### src/include/sso_defines.svh
// Purpose: Constants of the servo status output selector: offsets, fields, resets.
// Assumes: 20 MHz control clock, plain strobe register port, 8-bit byte address.
// Notes:   Config word index is mode * 3 + output.
//
// How it works
// - Three control outputs, each with a software-selected status function.
// - Each output has a polarity bit that inverts the selected function.
// - Alarm function drives transistor on when normal, off during alarm.
// - Servo ready needs power, no alarm, link up and sync together.
// - Brake release function turns transistor on when brake is released.
// - Positioning complete function turns transistor on after positioning done.
// - Speed arrival function turns transistor on when speed has arrived.
// - Torque limited function turns transistor on while torque is limited.
// - Zero speed function turns transistor on while zero speed detected.
// - Speed coincidence function turns transistor on while speeds coincide.
// - Function not applicable in active mode holds its transistor off.
`ifndef SSO_DEFINES_SVH
`define SSO_DEFINES_SVH

// ----------------------------------------------------------------------------
// Register offsets (byte addresses)
// ----------------------------------------------------------------------------
`define SSO_OFS_MODE        8'h00
`define SSO_OFS_CFG_BASE    8'h04
`define SSO_OFS_CFG_LAST    8'h24
`define SSO_OFS_IRQ_STATUS  8'h28
`define SSO_OFS_IRQ_CLEAR   8'h2C
`define SSO_OFS_IRQ_ENABLE  8'h30
`define SSO_OFS_OUT_STATE   8'h34

// ----------------------------------------------------------------------------
// Sizes and fields
// ----------------------------------------------------------------------------
`define SSO_NUM_OUT         3
`define SSO_NUM_MODE        3
`define SSO_NUM_CFG         9
`define SSO_NUM_FUNC        9
`define SSO_NUM_IRQ         5
`define SSO_CFG_FUNC_MSB    3
`define SSO_CFG_INV_BIT     4
`define SSO_IRQ_OUT_A_BIT   0
`define SSO_IRQ_ALARM_BIT   3
`define SSO_IRQ_CFGERR_BIT  4

// ----------------------------------------------------------------------------
// Reset values
// ----------------------------------------------------------------------------
`define SSO_RST_MODE        2'h0
`define SSO_RST_CFG_A       5'h01
`define SSO_RST_CFG_B       5'h02
`define SSO_RST_CFG_C       5'h03
`define SSO_RST_IRQ_EN      5'h00

// ----------------------------------------------------------------------------
// Applicability per function, bit0 position, bit1 velocity, bit2 torque
// ----------------------------------------------------------------------------
`define SSO_APPL_ALARM      3'h7
`define SSO_APPL_READY      3'h7
`define SSO_APPL_BRAKE      3'h7
`define SSO_APPL_POS_DONE   3'h1
`define SSO_APPL_ARRIVAL    3'h2
`define SSO_APPL_TORQUE     3'h7
`define SSO_APPL_ZERO       3'h7
`define SSO_APPL_COIN       3'h2

`endif

### src/include/sso_pkg.sv
// Purpose: Types of the servo status output selector.
// Assumes: Constants come from sso_defines.svh.
// Notes:   Function codes double as bit index into the raw function vector.
package sso_pkg;

    // ------------------------------------------------------------------------
    // Control modes
    // ------------------------------------------------------------------------
    typedef enum logic [1:0] {
        SSO_MODE_POS = 2'h0,
        SSO_MODE_VEL = 2'h1,
        SSO_MODE_TRQ = 2'h2,
        SSO_MODE_NONE = 2'h3
    } sso_mode_t;

    // ------------------------------------------------------------------------
    // Assignable output functions
    // ------------------------------------------------------------------------
    typedef enum logic [3:0] {
        SSO_FN_OFF      = 4'h0,
        SSO_FN_ALARM    = 4'h1,
        SSO_FN_READY    = 4'h2,
        SSO_FN_BRAKE    = 4'h3,
        SSO_FN_POS_DONE = 4'h4,
        SSO_FN_ARRIVAL  = 4'h5,
        SSO_FN_TORQUE   = 4'h6,
        SSO_FN_ZERO     = 4'h7,
        SSO_FN_COIN     = 4'h8
    } sso_func_t;

    // ------------------------------------------------------------------------
    // One output's setting for one mode
    // ------------------------------------------------------------------------
    typedef struct packed {
        logic      invert;
        sso_func_t func;
    } sso_cfg_t;

    // ------------------------------------------------------------------------
    // Internal drive conditions, all on the control clock
    // ------------------------------------------------------------------------
    typedef struct packed {
        logic power_ok;
        logic alarm;
        logic link_up;
        logic sync_ok;
        logic brake_release;
        logic pos_done;
        logic speed_arrived;
        logic torque_limited;
        logic zero_speed;
        logic speed_coincident;
    } sso_status_t;

endpackage

### src/sso_out_sel.sv
// Purpose: One control output: function pick, applicability, polarity, register.
// Assumes: Raw function vector is active high meaning transistor on.
// Notes:   Unknown function codes give transistor off.
`include "sso_defines.svh"

module sso_out_sel (
    // Clock and reset
    input  wire logic              clk_i,
    input  wire logic              rst_b_i,
    // Selection
    input  wire sso_pkg::sso_cfg_t cfg_i,
    input  wire sso_pkg::sso_mode_t mode_i,
    input  wire logic [8:0]        func_vec_i,
    // Pin drive, high means transistor on
    output logic                   out_o
);

    logic       out_r;
    logic       out_nxt;
    logic [2:0] appl;
    logic       raw;

    // Pick function and gate by active mode
    always_comb begin
        appl = 3'h0;
        raw  = 1'b0;
        case (cfg_i.func)
            sso_pkg::SSO_FN_ALARM:    appl = `SSO_APPL_ALARM;
            sso_pkg::SSO_FN_READY:    appl = `SSO_APPL_READY;
            sso_pkg::SSO_FN_BRAKE:    appl = `SSO_APPL_BRAKE;
            sso_pkg::SSO_FN_POS_DONE: appl = `SSO_APPL_POS_DONE;
            sso_pkg::SSO_FN_ARRIVAL:  appl = `SSO_APPL_ARRIVAL;
            sso_pkg::SSO_FN_TORQUE:   appl = `SSO_APPL_TORQUE;
            sso_pkg::SSO_FN_ZERO:     appl = `SSO_APPL_ZERO;
            sso_pkg::SSO_FN_COIN:     appl = `SSO_APPL_COIN;
            default:                  appl = 3'h0;
        endcase
        if (cfg_i.func <= sso_pkg::SSO_FN_COIN) begin
            raw = func_vec_i[cfg_i.func];
        end
        // Invalid mode code: nothing applies
        if (mode_i == sso_pkg::SSO_MODE_NONE || !appl[mode_i]) begin
            out_nxt = 1'b0;
        end else begin
            out_nxt = raw ^ cfg_i.invert;
        end
    end

    // Output flop, off through reset
    always_ff @(posedge clk_i or negedge rst_b_i) begin
        if (!rst_b_i) begin
            out_r <= 1'b0;
        end else begin
            out_r <= out_nxt;
        end
    end

    assign out_o = out_r;

endmodule

### src/sso_top.sv
// Purpose: Servo status output selector with register port and interrupt.
// Assumes: Status inputs come from logic on clk_i, so no synchronisers.
// Notes:   Outputs high means the open-collector transistor is on.
`include "sso_defines.svh"

module sso_top (
    // Clock and reset
    input  wire logic                 clk_i,
    input  wire logic                 rst_b_i,
    // Register port
    input  wire logic [7:0]           reg_addr_i,
    input  wire logic [31:0]          reg_wdata_i,
    input  wire logic                 reg_wr_i,
    input  wire logic                 reg_rd_i,
    output logic      [31:0]          reg_rdata_o,
    // Drive status conditions
    input  wire sso_pkg::sso_status_t status_i,
    // Control outputs, high is transistor on
    output logic                      ctrl_out_a_o,
    output logic                      ctrl_out_b_o,
    output logic                      ctrl_out_c_o,
    // Interrupt
    output logic                      irq_o
);

    // ------------------------------------------------------------------------
    // Declarations
    // ------------------------------------------------------------------------
    sso_pkg::sso_mode_t              mode_r;
    sso_pkg::sso_mode_t              mode_nxt;
    sso_pkg::sso_cfg_t [8:0]         cfg_r;
    sso_pkg::sso_cfg_t [8:0]         cfg_nxt;
    sso_pkg::sso_cfg_t [2:0]         cfg_act;
    logic [`SSO_NUM_IRQ-1:0]         irq_stat_r;
    logic [`SSO_NUM_IRQ-1:0]         irq_stat_nxt;
    logic [`SSO_NUM_IRQ-1:0]         irq_en_r;
    logic [`SSO_NUM_IRQ-1:0]         irq_en_nxt;
    logic [`SSO_NUM_IRQ-1:0]         irq_evt;
    logic [`SSO_NUM_IRQ-1:0]         irq_clr;
    logic                            irq_r;
    logic                            irq_nxt;
    logic [31:0]                     rdata_r;
    logic [31:0]                     rdata_nxt;
    logic [2:0]                      out_vec;
    logic [2:0]                      out_prev_r;
    logic                            alarm_prev_r;
    logic                            cfg_err_prev_r;
    logic [8:0]                      func_vec;
    logic [2:0]                      brake_in_mode;
    logic                            cfg_err;
    logic                            cfg_hit;
    logic [3:0]                      cfg_idx;
    logic [7:0]                      cfg_ofs;

    // ------------------------------------------------------------------------
    // Raw function conditions, high means transistor on
    // ------------------------------------------------------------------------
    // Alarm output is inverted on purpose so a dead drive reads as alarm
    assign func_vec[sso_pkg::SSO_FN_OFF]      = 1'b0;
    assign func_vec[sso_pkg::SSO_FN_ALARM]    = !status_i.alarm;
    assign func_vec[sso_pkg::SSO_FN_READY]    = status_i.power_ok && !status_i.alarm
                                                && status_i.link_up
                                                && status_i.sync_ok;
    assign func_vec[sso_pkg::SSO_FN_BRAKE]    = status_i.brake_release;
    assign func_vec[sso_pkg::SSO_FN_POS_DONE] = status_i.pos_done;
    assign func_vec[sso_pkg::SSO_FN_ARRIVAL]  = status_i.speed_arrived;
    assign func_vec[sso_pkg::SSO_FN_TORQUE]   = status_i.torque_limited;
    assign func_vec[sso_pkg::SSO_FN_ZERO]     = status_i.zero_speed;
    assign func_vec[sso_pkg::SSO_FN_COIN]     = status_i.speed_coincident;

    // ------------------------------------------------------------------------
    // Per-output selection for the active mode
    // ------------------------------------------------------------------------
    genvar g;
    generate
        for (g = 0; g < `SSO_NUM_OUT; g = g + 1) begin : g_out
            // Unused mode code falls back to the mode 0 word of each output; the selector blanks it anyway
            assign cfg_act[g] = (mode_r == sso_pkg::SSO_MODE_NONE) ? cfg_r[g]
                              : cfg_r[mode_r * 3 + g];
            sso_out_sel u_sel (
                .clk_i      (clk_i),
                .rst_b_i    (rst_b_i),
                .cfg_i      (cfg_act[g]),
                .mode_i     (mode_r),
                .func_vec_i (func_vec),
                .out_o      (out_vec[g])
            );
        end
    endgenerate

    // ------------------------------------------------------------------------
    // Brake assignment check across modes
    // ------------------------------------------------------------------------
    // Brake output on only some modes would drop the brake on a mode change
    generate
        for (g = 0; g < `SSO_NUM_MODE; g = g + 1) begin : g_brk
            assign brake_in_mode[g] = (cfg_r[g*3].func   == sso_pkg::SSO_FN_BRAKE)
                                   || (cfg_r[g*3+1].func == sso_pkg::SSO_FN_BRAKE)
                                   || (cfg_r[g*3+2].func == sso_pkg::SSO_FN_BRAKE);
        end
    endgenerate
    assign cfg_err = (|brake_in_mode) && !(&brake_in_mode);

    // ------------------------------------------------------------------------
    // Address decode for config words
    // ------------------------------------------------------------------------
    assign cfg_hit = (reg_addr_i >= `SSO_OFS_CFG_BASE) && (reg_addr_i <= `SSO_OFS_CFG_LAST)
                     && (reg_addr_i[1:0] == 2'h0);
    assign cfg_ofs = reg_addr_i - `SSO_OFS_CFG_BASE;
    assign cfg_idx = cfg_ofs[5:2];

    // ------------------------------------------------------------------------
    // Control registers: mode, config words, interrupt enable
    // ------------------------------------------------------------------------
    always_comb begin
        mode_nxt   = mode_r;
        cfg_nxt    = cfg_r;
        irq_en_nxt = irq_en_r;
        if (reg_wr_i) begin
            if (reg_addr_i == `SSO_OFS_MODE) begin
                mode_nxt = sso_pkg::sso_mode_t'(reg_wdata_i[1:0]);
            end
            if (cfg_hit) begin
                cfg_nxt[cfg_idx] = reg_wdata_i[`SSO_CFG_INV_BIT:0];
            end
            if (reg_addr_i == `SSO_OFS_IRQ_ENABLE) begin
                irq_en_nxt = reg_wdata_i[`SSO_NUM_IRQ-1:0];
            end
        end
    end

    // Defaults give alarm, ready and brake on a, b, c in every mode
    always_ff @(posedge clk_i or negedge rst_b_i) begin
        if (!rst_b_i) begin
            mode_r   <= sso_pkg::sso_mode_t'(`SSO_RST_MODE);
            irq_en_r <= `SSO_RST_IRQ_EN;
            for (int i = 0; i < `SSO_NUM_MODE; i++) begin
                cfg_r[i*3]   <= `SSO_RST_CFG_A;
                cfg_r[i*3+1] <= `SSO_RST_CFG_B;
                cfg_r[i*3+2] <= `SSO_RST_CFG_C;
            end
        end else begin
            mode_r   <= mode_nxt;
            irq_en_r <= irq_en_nxt;
            cfg_r    <= cfg_nxt;
        end
    end

    // ------------------------------------------------------------------------
    // Interrupt status: set wins over clear
    // ------------------------------------------------------------------------
    always_comb begin
        irq_evt = '0;
        irq_evt[`SSO_IRQ_OUT_A_BIT +: 3] = out_vec ^ out_prev_r;
        irq_evt[`SSO_IRQ_ALARM_BIT]      = status_i.alarm && !alarm_prev_r;
        irq_evt[`SSO_IRQ_CFGERR_BIT]     = cfg_err && !cfg_err_prev_r;
        irq_clr = '0;
        if (reg_wr_i && reg_addr_i == `SSO_OFS_IRQ_CLEAR) begin
            irq_clr = reg_wdata_i[`SSO_NUM_IRQ-1:0];
        end
        // Clear first, then set, so a coincident event survives
        irq_stat_nxt = (irq_stat_r & ~irq_clr) | irq_evt;
        irq_nxt      = |(irq_stat_nxt & irq_en_nxt);
    end

    // Edge history and sticky bits
    always_ff @(posedge clk_i or negedge rst_b_i) begin
        if (!rst_b_i) begin
            irq_stat_r     <= '0;
            irq_r          <= 1'b0;
            out_prev_r     <= 3'h0;
            alarm_prev_r   <= 1'b0;
            cfg_err_prev_r <= 1'b0;
        end else begin
            irq_stat_r     <= irq_stat_nxt;
            irq_r          <= irq_nxt;
            out_prev_r     <= out_vec;
            alarm_prev_r   <= status_i.alarm;
            cfg_err_prev_r <= cfg_err;
        end
    end

    // ------------------------------------------------------------------------
    // Read data, valid the cycle after the strobe only
    // ------------------------------------------------------------------------
    always_comb begin
        rdata_nxt = 32'h0000_0000;
        if (reg_rd_i) begin
            if (reg_addr_i == `SSO_OFS_MODE) begin
                rdata_nxt[1:0] = mode_r;
            end
            if (cfg_hit) begin
                rdata_nxt[`SSO_CFG_INV_BIT:0] = cfg_r[cfg_idx];
            end
            if (reg_addr_i == `SSO_OFS_IRQ_STATUS) begin
                rdata_nxt[`SSO_NUM_IRQ-1:0] = irq_stat_r;
            end
            if (reg_addr_i == `SSO_OFS_IRQ_ENABLE) begin
                rdata_nxt[`SSO_NUM_IRQ-1:0] = irq_en_r;
            end
            if (reg_addr_i == `SSO_OFS_OUT_STATE) begin
                rdata_nxt[2:0] = out_vec;
                rdata_nxt[3]   = cfg_err;
            end
        end
    end

    // Read register
    always_ff @(posedge clk_i or negedge rst_b_i) begin
        if (!rst_b_i) begin
            rdata_r <= 32'h0000_0000;
        end else begin
            rdata_r <= rdata_nxt;
        end
    end

    // ------------------------------------------------------------------------
    // Output wiring, all from flops
    // ------------------------------------------------------------------------
    assign reg_rdata_o  = rdata_r;
    assign ctrl_out_a_o = out_vec[0];
    assign ctrl_out_b_o = out_vec[1];
    assign ctrl_out_c_o = out_vec[2];
    assign irq_o        = irq_r;

endmodule

### config.mk
export PLATFORM = sky130hd
export DESIGN_NAME = sso_top
export DESIGN_NICKNAME = d
export VERILOG_FILES = /design/src/include/sso_pkg.sv /design/src/sso_out_sel.sv /design/src/sso_top.sv
export VERILOG_INCLUDE_DIRS = /design/src /design/src/include
export SDC_FILE = /design/constraint.sdc
export NUM_CORES = 1
export LEC_CHECK = 0
export ABC_CLOCK_PERIOD_IN_PS = 4400
export BUFFER_PORTS_ARGS = -buffer_cell sky130_fd_sc_hd__buf_2
export CORE_UTILIZATION = 50
export CTS_CLUSTER_DIAMETER = 30
export DETAILED_ROUTE_END_ITERATION = 10
export PLACE_DENSITY = 0.72
export SETUP_SLACK_MARGIN = 0.4
export SYNTH_ARGS = -nofsm -noshare
export SYNTH_HDL_FRONTEND = slang
export SYNTH_SLANG_ARGS = --single-unit
export TNS_END_PERCENT = 30
### constraint.sdc
create_clock -name clk_i -period 4.4 [get_ports clk_i]
set_input_delay 0.44 -clock clk_i [delete_from_list [all_inputs] [get_ports clk_i]]
set_output_delay 0.44 -clock clk_i [all_outputs]
set_load 0.01 [all_outputs]
# [After elaboration in Yosys (flattened, before gate mapping)]
# Memories as Yosys holds them, arrays and structs flattened.
# Cells that the tools add are included.
# W data, S select, Z words.
[word_totals] register_bits=71 rom_bits=144 in_bits=54 mem_count=3
[memory_table] name="(no name shown)" depth=16 width=3 rd=1 rd_clocked_by_memory_dff=0 wr=0 line="sso_out_sel.sv:27" rtl="case (cfg_i.func)"
[memory_table] name="(no name shown)" depth=16 width=3 rd=1 rd_clocked_by_memory_dff=0 wr=0 line="sso_out_sel.sv:27"
[memory_table] name="(no name shown)" depth=16 width=3 rd=1 rd_clocked_by_memory_dff=0 wr=0 line="sso_out_sel.sv:27"
[classes] n_addsub=3 multipliers=1 order_cmp=14 eq_ne=14 n_mux=41 bitwise_logic=8 n_reduce_logical=33
[ops] operator="$bmux W5 S4" n=4
[ops] operator="$mux W5" n=15
[ops] operator="$bwmux W45" n=1
[ops] operator="$eq A4 B2 Y1 const B" n=9
[ops] operator="$eq A8 B6 Y1 const B" n=4
[ops] operator="$lt A4 B5 Y1 const B" n=5
[ops] operator="$demux W5 S4" n=1
[ops] operator="$bmux W1 S4" n=3
[ops] operator="$le A4 B4 Y1 const B" n=3
[ops] operator="$mux W1" n=12
[ops] operator="$and A5 B5 Y5" n=2
[ops] operator="$logic_and A1 B1 Y1" n=10
[ops] operator="$lt A5 B5 Y1 const B" n=2
[ops] operator="$logic_or A1 B1 Y1" n=9
[ops] operator="$ge A8 B3 Y1 const B" n=1
[ops] operator="$le A8 B6 Y1 const B" n=1
[ops] operator="$logic_not A8 Y1" n=1
[ops] operator="$logic_not A1 Y1" n=7
[ops] operator="$bmux W1 S2" n=3
[ops] operator="$sub A6 B3 Y6 const B" n=1
[ops] operator="$add A4 B1 Y5 const B" n=1
[ops] operator="$add A4 B2 Y5 const B" n=1
[ops] operator="$not A5 Y5" n=1
[ops] operator="$or A5 B5 Y5" n=1
[ops] operator="other kinds (13)" n=16

# [Longest topological paths before layout]
# Gate-level depths: netlist of the first run.
# An unclocked memory read counts as a cell.
[depth] word_depth=11 ltp_mapped=14 depth_no_buf=9

# [Modules after synthesis]
# A second synthesis of the first run with hierarchy kept.
[hier_totals] cells_unflattened=488 area_unflattened_um2=5398.9
[by_module_without_submodules] mod="sso_top" n_inst=1 cells_each=407 area_per_inst_um2=4749.6
[by_module_without_submodules] mod="sso_out_sel" n_inst=3 cells_each=27 area_per_inst_um2=216.5

# [Worst setup path before layout of the first run]
# OpenSTA, ideal clock, no wires.
[synth_timing] kind="reg-to-reg" startpoint="register mode_r[0]" endpoint="register g_out[2].u_sel.out_r" setup_time_ns=0.125 arrival_ns=2.951 t_required_ns=4.275 setup_slack_ns=1.324 path_stages_with_launch=13 n_path_buf=3 synth_period_minus_slack_ns=3.076 path_cell_list="dfrtp_1 buf_6 buf_6 inv_2 ha_1 buf_6 mux2_4 and3_4 o41a_1 or3_1 o221ai_1 o31ai_1 mux2_4"
[synth_via] elab_chain_cells=11 word_cells_on_any_way=17
[synth_lines] item="from (decl)" line="sso_top.sv:29" rtl="sso_pkg::sso_mode_t mode_r;"
[synth_lines] item="from (signal assigned)" line="sso_top.sv:135" rtl="mode_r <= sso_pkg::sso_mode_t'(`SSO_RST_MODE);"
[synth_lines] item="from (signal assigned)" line="sso_top.sv:143" rtl="mode_r <= mode_nxt;"
[synth_lines] item="$mul A2 B2 Y4" line="sso_top.sv:79" rtl=": cfg_r[mode_r * 3 + g];"
[synth_lines] item="$add A4 B2 Y5" line="sso_top.sv:79"
[synth_lines] item="$bmux W5 S4" line="sso_top.sv:79"
[synth_lines] item="$mux W5 (not written as such)" line="sso_top.sv:79"
[synth_lines] item="$mux W5" line="sso_top.sv:78" rtl="assign cfg_act[g] = (mode_r == sso_pkg::SSO_MODE_NONE) ? cfg_r[g]"
[synth_lines] item="$mem_v2 Z16 W3"
[synth_lines] item="$bmux W1 S2" line="sso_out_sel.sv:42" rtl="if (mode_i == sso_pkg::SSO_MODE_NONE || !appl[mode_i]) begin"
[synth_lines] item="$mux W1 (not written as such)" line="sso_out_sel.sv:42"
[synth_lines] item="$logic_not A1 Y1" line="sso_out_sel.sv:42"
[synth_lines] item="$logic_or A1 B1 Y1" line="sso_out_sel.sv:42"
[synth_lines] item="$mux W1 *" line="sso_out_sel.sv:42"
[synth_lines] item="via g_out[2].u_sel.out_nxt" line="sso_out_sel.sv:19" rtl="logic out_nxt;"
[synth_lines] item="to (signal assigned)" line="sso_out_sel.sv:54" rtl="out_r <= out_nxt;"
[synth_lines] item="to (decl)" line="sso_out_sel.sv:18" rtl="logic out_r;"
# Mark *: on every way through the listed nets, which the timed path passes. The rest lies on a longest branch. The select of a mux whose other input is x is not followed.
# A chain may end at the register's enable or synchronous reset.

# [Final worst setup path of the first run]
[layout_timing] startpoint="register mode_r[1]" endpoint="register g_out[2].u_sel.out_r"
# Same word-level chain as after synthesis.

==> results of run 1 <==
## cell type report
type | count | share of cell area, %
Timing Repair Buffer | 40 | 3.744
Clock buffer | 9 | 2.180
Multi-Input combinational cell | 363 | 57.59
Tap cell | 136 | 2.995
Sequential cell | 71 | 31.53
Inverter | 10 | 0.6606
Clock inverter | 7 | 1.299
## cells in the mapped netlist, drive strengths merged, types with 3 or more instances
master,number
dfrtp,59
mux2,58
buf,42
nand2,37
mux4,31
mux2i,19
o21ai,16
nor2,15
nor3,13
a22oi,12
dfstp,12
clkbuf,10
ha,10
inv,10
nor2b,9
nor4bb,9
a31oi,7
and3,7
nand3,7
xnor2,5
a211oi,4
a21oi,4
a32oi,4
nand2b,4
nor4b,4
a22o,3
and4,3
nor4,3
o21a,3
xor2,3
## path summary, 6_finish.rpt
kind	end	startpoint	slack, ns	cells past startpoint
max in group asynchronous	cfg_r[15]	rst_b_i	3.31	2
hold / removal	alarm_prev_r	rst_b_i	0.08	1
setup reg to reg	g_out[2].u_sel.out_o	mode_r[1]	0.62	8
min in group clk_i	alarm_prev_r	status_i[8]	0.24	1
hold reg to reg	out_prev_r[2]	g_out[2].u_sel.out_o	0.47	0
setup / recovery	g_out[2].u_sel.out_o	mode_r[1]	0.62	8
## registers in the layout, summed over array words and instances, names as in the netlist, 2 cells and up
signal / flops
cfg_r: 45
reg_rdata_o: 5
irq_stat_r: 5
g_out.u_sel.out_o: 3
out_prev_r: 3
irq_en_r: 5
mode_r: 2
## critical path: stages, from the launching register on
cell and delay (ns):
dfrtp_1 0.53, ha_1 1.08, mux2_4 0.36, and3_4 0.19
o41ai_2 0.53, a21boi_1 0.12, o21a_1 0.19, o31ai_1 0.31
mux2_4 0.34
## power by group
part / total (mW) / internal [mW] / switching [mW] / leakage [nW]
Sequential: 0.716 / 0.683 / 0.0337 / 0.919
Clock: 0.535 / 0.224 / 0.311 / 0.101
Combinational: 0.260 / 0.112 / 0.147 / 1.48
Total: 1.51 / 1.02 / 0.492 / 2.50
## stage by stage
stage / instances / hold WS (ns)
global route: 636 / 0.1193
CTS: 636 / 0.09546
finish: 636 / 0.07958
detailed placement: 620 / 0.4527
global placement: 620 / 0.4346
floorplan: 496 / 0.1444
## layer usage
layer / part of all wire (%) / wire length, um / up-vias
li1: - / - / 1811
met1: 42 / 5529 / 2030
met4: 3.0 / 392 / 0
met3: 8.1 / 1059 / 28
met2: 47 / 6141 / 211
met5: 0 / 0 / -
## kinds of logic (layout without fill, tap and decap cells)
| kind of cell | Yosys count | count (layout) | share of synthesized area, % |
|---|---|---|---|
| buffers and inverters | 62 | 66 | 7.439 |
| adders and majority gates | 10 | 10 | 2.332 |
| AOI/OAI and AO/OA | 86 | 86 | 12.41 |
| DFF | 71 | 71 | 33.40 |
| other | 1 | 27 | 0.06990 |
| muxes | 108 | 108 | 28.87 |
| and+or+nand+nor | 124 | 124 | 13.69 |
| xor gates and xnor gates | 8 | 8 | 1.796 |
==> load_flow_metrics.sql, run 1 <==
INSERT INTO impl_metrics (metric_group, metric, value, unit) VALUES
('status', 'status', 'complete, no violations', ''),
('setup_path', 'cp_max_fo', '26', ''),
('clocking', 'cts.repair_timing.setup_buffer_count', '0', ''),
('yosys', 'yosys.area.top_type', 'dfrtp_1', ''),
('sta', 'max-slew-margin-rel', '27.24', '%'),
('cells_and_area', 'area.growth.synth_to_final', '5.900', '%'),
('placement', 'instance_area_after_placement', '0.005484', 'mm2'),
('routing', 'route.detailed.drc', '0', ''),
('global_routing', 'grt_util_met3', '4.267', '%'),
('placement', 'routability_congestion_estimate', '0.8847', ''),
('clocking', 'worst_skew_pair.late_latency', '0.37', 'ns'),
('sta', 'max_freq', '264.5', 'MHz'),
('setup_path', 'wp_data_required', '4.65', 'ns'),
('power_and_ir_drop', 'total_power', '1.511', 'mW'),
('power_and_ir_drop', 'total_leakage_power', '2.496', 'nW'),
('sta', 'clock-skew-final', '0.01599', 'ns'),
('routing', 'detail-route-antenna-nets', '0', ''),
('global_routing', 'grt_max_degree', '43', ''),
('cells_and_area', 'mostFrequentLayoutCells', 'dfrtp_1, nand2_1, buf_2', ''),
('sta', 'final_hold_viol_count', '0', ''),
('sta', 'finalWorstPathRequiredPeriod', '3.781', 'ns'),
('routing', 'avgViaCountPerCell', '6.415', ''),
('clocking', 'clockRootBuffer', 'clkbuf_8', ''),
('cells_and_area', 'multiInputGateArea', '0.003272', 'mm2'),
('yosys', 'synth.yosys.seq_area_share', '33.40', '%'),
('setup_path', 'worst_setup_path_start_kind', 'flop', ''),
('global_routing', 'first_global_vias', '3830', ''),
('sta', 'timing.setup.tns', '0', 'ns'),
('clocking', 'maximum_count_of_clock_buffers_along_a_single_path', '2', ''),
('global_routing', 'global_route.usage.total', '24.75', '%'),
('clocking', 'htreeDepth', '3', ''),
('yosys', 'synthesis.instances', '470', ''),
('sta', 'worstMarginPinSlew', '1.091', 'ns'),
('cells_and_area', 'number_of_antenna_diodes', '0', ''),
('die', 'initial_core_util', '51.74', '%'),
('worst_hold_path', 'min-delay-path-class', 'in -> async', ''),
('clocking', 'post_cts_clock_slew_at_the_launch_and_capture_registers_of_the_worst_setup_and_hold_paths', '0.10', 'ns'),
('sta', 'finalSetupViolCount', '0', ''),
('placement', 'pre_cts_slack', '0.7200', 'ns'),
('routing', 'firstDrtPassIters', '5', ''),
('setup_path', 'worst_ep_arrival_time', '4.03', 'ns'),
('yosys', 'ys_types', '78', ''),
('setup_path', 'timing.setup.critical_path_class', 'reg -> reg', ''),
('die', 'die_height', '105.6', 'um'),
('die', 'core-area', '0.01037', 'mm2'),
('power_and_ir_drop', 'peakVddDrop', '135.9', 'uV'),
('global_routing', 'global_route_total_overflow', '0', ''),
('sta', 'slew_violations', '0', ''),
('yosys', 'synthTopCellsByArea', 'dfrtp_1, mux4_2, mux2_1, dfstp_2, mux2_2', ''),
('die', 'ios', '90', ''),
('placement', 'post-dp-hpwl', '9712', 'um'),
('cells_and_area', 'area.sequential', '0.001792', 'mm2'),
('clocking', 'cells_resized_by_post_cts_repair', '0', ''),
('job', 'cap_viol_max_count', '0', ''),
('die', 'floorplan.die_area', '0.01115', 'mm2'),
('yosys', 'area_fraction_of_the_dominant_cell_type_after_synthesis', '27.52', '%'),
('routing', 'routed_wire_length_per_instance', '20.63', 'um'),
('yosys', 'netlist_area_before_placement', '0.005365', 'mm2'),
('setup_path', 'timing.critical_path.to_type', 'flop', ''),
('clocking', 'holdBufCountCts', '0', ''),
('die', 'floorplan.rows', '37', ''),
('yosys', 'synth_top_flop_cell', 'dfrtp_1', ''),
('global_routing', 'initial_antenna_violation_count', '0', ''),
('sta', 'post-route-period-util', '85.93', '%'),
('clocking', 'cts_buffers', '9', ''),
('clocking', 'tritoncts', 'done', ''),
('placement', 'buffer_ports.inserted', '35', ''),
('cells_and_area', 'fillers', '882', ''),
('sta', 'final.setup.worst_slack', '0.6192', 'ns'),
('global_routing', 'busiest_layer', 'met2', ''),
('global_routing', 'groute.layer.met2.usage', '39.00', '%');
Power figures use the tool's default switching activity.
==> run 2: changes to the inputs <==
Settings changed: CORE_ASPECT_RATIO from default to 1.25, CORE_MARGIN from default to 4.
==> run 2 against run 1 <==
Against the previous run: non-clock buffer count stayed put; first-iteration DRC count is 8.1% lower; maximum frequency is 0.60% higher; sequential share of layout area is 0.77 points lower; final cell count is 0.63% lower; combinational power hardly changed; sequential power hardly changed; power is 17% higher; critical path type unchanged; largest cell class unchanged; largest power group is now the clock network.
==> load_flow_metrics.sql, run 2 (synthesis results as in run 1) <==
INSERT INTO impl_metrics (metric_group, metric, value, unit) VALUES
('clocking', 'cells_resized_by_post_cts_repair', '0', ''),
('placement', 'post-dp-hpwl', '9971', 'um'),
('sta', 'clock-skew-final', '0.007964', 'ns'),
('placement', 'buffer_ports.inserted', '35', ''),
('clocking', 'cts.repair_timing.setup_buffer_count', '0', ''),
('routing', 'avgViaCountPerCell', '6.502', ''),
('sta', 'final_hold_viol_count', '0', ''),
('cells_and_area', 'largest_reg_flops', '45', ''),
('die', 'ios', '90', ''),
('placement', 'routability_congestion_estimate', '0.9214', ''),
('routing', 'detail-route-antenna-nets', '0', ''),
('global_routing', 'global_route.usage.total', '22.25', '%'),
('sta', 'worstMarginPinSlew', '0.8043', 'ns'),
('cells_and_area', 'top_register', 'cfg_r', ''),
('clocking', 'worst_skew_pair.late_latency', '0.34', 'ns'),
('clocking', 'clockRootBuffer', 'clkbuf_16', ''),
('setup_path', 'crit_slowest_cell', 'ha_1', ''),
('die', 'core-area', '0.01056', 'mm2'),
('routing', 'firstDrtPassIters', '5', ''),
('die', 'floorplan.die_area', '0.01246', 'mm2'),
('clocking', 'holdBufCountCts', '0', ''),
('setup_path', 'crit_path_cell_trace', 'inv_2 > ha_1 > buf_12 > mux2_1 > o22ai_1 > o31ai_4 > mux2i_1 > a2111o_1 > o311ai_1 > mux2_2', ''),
('clocking', 'tritoncts', 'done', ''),
('sta', 'holdWs', '0.1856', 'ns'),
('cells_and_area', 'nets', '559', ''),
('clocking', 'cts_buffers', '9', ''),
('setup_path', 'worst_setup_path_start_kind', 'flop', ''),
('cells_and_area', 'layout.core_utilization', '55.14', '%'),
('sta', 'slew_violations', '0', ''),
('global_routing', 'grt_max_degree', '37', ''),
('setup_path', 'critPathMaxStageDelay', '0.74', 'ns'),
('die', 'die_w', '100.7', 'um'),
('worst_hold_path', 'min-delay-path-class', 'in -> async', ''),
('clocking', 'maximum_count_of_clock_buffers_along_a_single_path', '2', ''),
('global_routing', 'global_route_total_overflow', '0', ''),
('setup_path', 'timing.critical_path.to_type', 'flop', ''),
('sta', 'finalWorstPathRequiredPeriod', '3.758', 'ns'),
('power_and_ir_drop', 'pwr_density_cell', '304.4', 'mW/mm2'),
('routing', 'vias', '4109', ''),
('setup_path', 'timing.setup.critical_path_class', 'reg -> reg', ''),
('clocking', 'tritoncts_num_sinks', '71', ''),
('setup_path', 'critPathBufInv', '2', ''),
('sta', 'finalSetupViolCount', '0', ''),
('status', 'status', 'complete, no violations', ''),
('sta', 'grt_setup_unrepaired', 'false', ''),
('routing', 'drt-initial-drc-count', '365', ''),
('die', 'initial_core_util', '50.79', '%'),
('sta', 'max-slew-margin-rel', '46.38', '%'),
('cells_and_area', 'number_of_antenna_diodes', '0', ''),
('cells_and_area', 'area.growth.synth_to_final', '8.559', '%'),
('global_routing', 'first_global_vias', '3877', ''),
('cells_and_area', 'mostFrequentLayoutCells', 'dfrtp_1, nand2_1, buf_2', ''),
('setup_path', 'cp_max_fo', '21', ''),
('die', 'floorplan.rows', '42', ''),
('setup_path', 'critPathTopFamily', 'compound AO/OA/AOI/OAI gates', ''),
('clocking', 'htreeDepth', '3', ''),
('global_routing', 'global_route_wire_length_before_repair', '21270', 'um'),
('setup_path', 'wp_data_required', '4.62', 'ns'),
('sta', 'post-route-period-util', '85.42', '%'),
('die', 'die_height', '123.8', 'um'),
('cells_and_area', 'share_of_final_layout_standard_cells_stronger_than_drive_strength_1', '28.60', '%'),
('routing', 'routed_wire_length_per_instance', '21.19', 'um'),
('sta', 'timing.setup.tns', '0', 'ns'),
('cells_and_area', 'area.sequential', '0.001792', 'mm2'),
('sta', 'max_freq', '266.1', 'MHz'),
('job', 'cap_viol_max_count', '0', ''),
('setup_path', 'worst_ep_arrival_time', '3.98', 'ns'),
('clocking', 'post_cts_clock_slew_at_the_launch_and_capture_registers_of_the_worst_setup_and_hold_paths', '0.06', 'ns'),
('power_and_ir_drop', 'peakVddDrop', '202.4', 'uV'),
('cells_and_area', 'fillers', '874', ''),
('routing', 'route.detailed.drc', '0', ''),
('routing', 'detail_route.wirelength', '13390', 'um'),
('power_and_ir_drop', 'total_leakage_power', '2.561', 'nW'),
('cells_and_area', 'layout_commonest_cell', 'dfrtp_1', ''),
('global_routing', 'initial_antenna_violation_count', '0', ''),
('cells_and_area', 'multiInputGateArea', '0.003272', 'mm2');
-- run 2: worst paths after layout --
kind / depth (start not counted) / slack [ns] / start / end
hold / removal: 1 / 0.19 / rst_b_i / cfg_r[4]
max in group asynchronous: 2 / 3.21 / rst_b_i / cfg_r[26]
min in group clk_i: 1 / 0.29 / status_i[8] / alarm_prev_r
setup reg to reg: 10 / 0.64 / mode_r[0] / g_out[0].u_sel.out_o
hold reg to reg: 0 / 0.44 / g_out[1].u_sel.out_o / out_prev_r[1]
setup / recovery: 10 / 0.64 / mode_r[0] / g_out[0].u_sel.out_o
-- run 2: routing by layer --
layer | GRT usage [%] | wire [um] | up-vias | part of all wire (%)
met5 | 0 | 0 | - | 0
met4 | 11.96 | 618 | 0 | 4.6
met3 | 3.922 | 940 | 45 | 7.0
met2 | 36.41 | 6614 | 221 | 49
met1 | 28.01 | 5219 | 2033 | 39
li1 | - | - | 1810 | -
-- run 2: report_power, final --
| group | switching, mW | internal, mW | total [mW] |
|---|---|---|---|
| Clock | 0.279 | 0.514 | 0.793 |
| Sequential | 0.0339 | 0.684 | 0.718 |
| Combinational | 0.149 | 0.113 | 0.262 |
-- run 2: through the flow --
step	instances	setup slack, ns	power [mW]	area, um2
finish	632	0.6417	1.773	5824
global placement	616	0.7652	0.9783	5492
global route	632	0.5026	1.844	5824
floorplan	496	1.324	0.9268	5463
CTS	632	0.6889	1.782	5824
detailed placement	616	0.7123	0.9859	5492
-- run 2: worst register-to-register path: cells and delay by family (launching register included) --
family          cells  cell delay, ns
compound gates      4            0.99
fa+ha+maj           1            0.74
buf+inv             2            0.45
flops               1            0.61
mux                 3            0.86
-- run 2: cell type report --
cell class                 count  area share [%]
timing repair buffer          40           3.867
multi-input combinational    363           56.18
sequential                    71           30.76
tap                          132           2.836
clock buffer                  10           4.103
clock inverter                 6           1.611
inverter                      10          0.6445
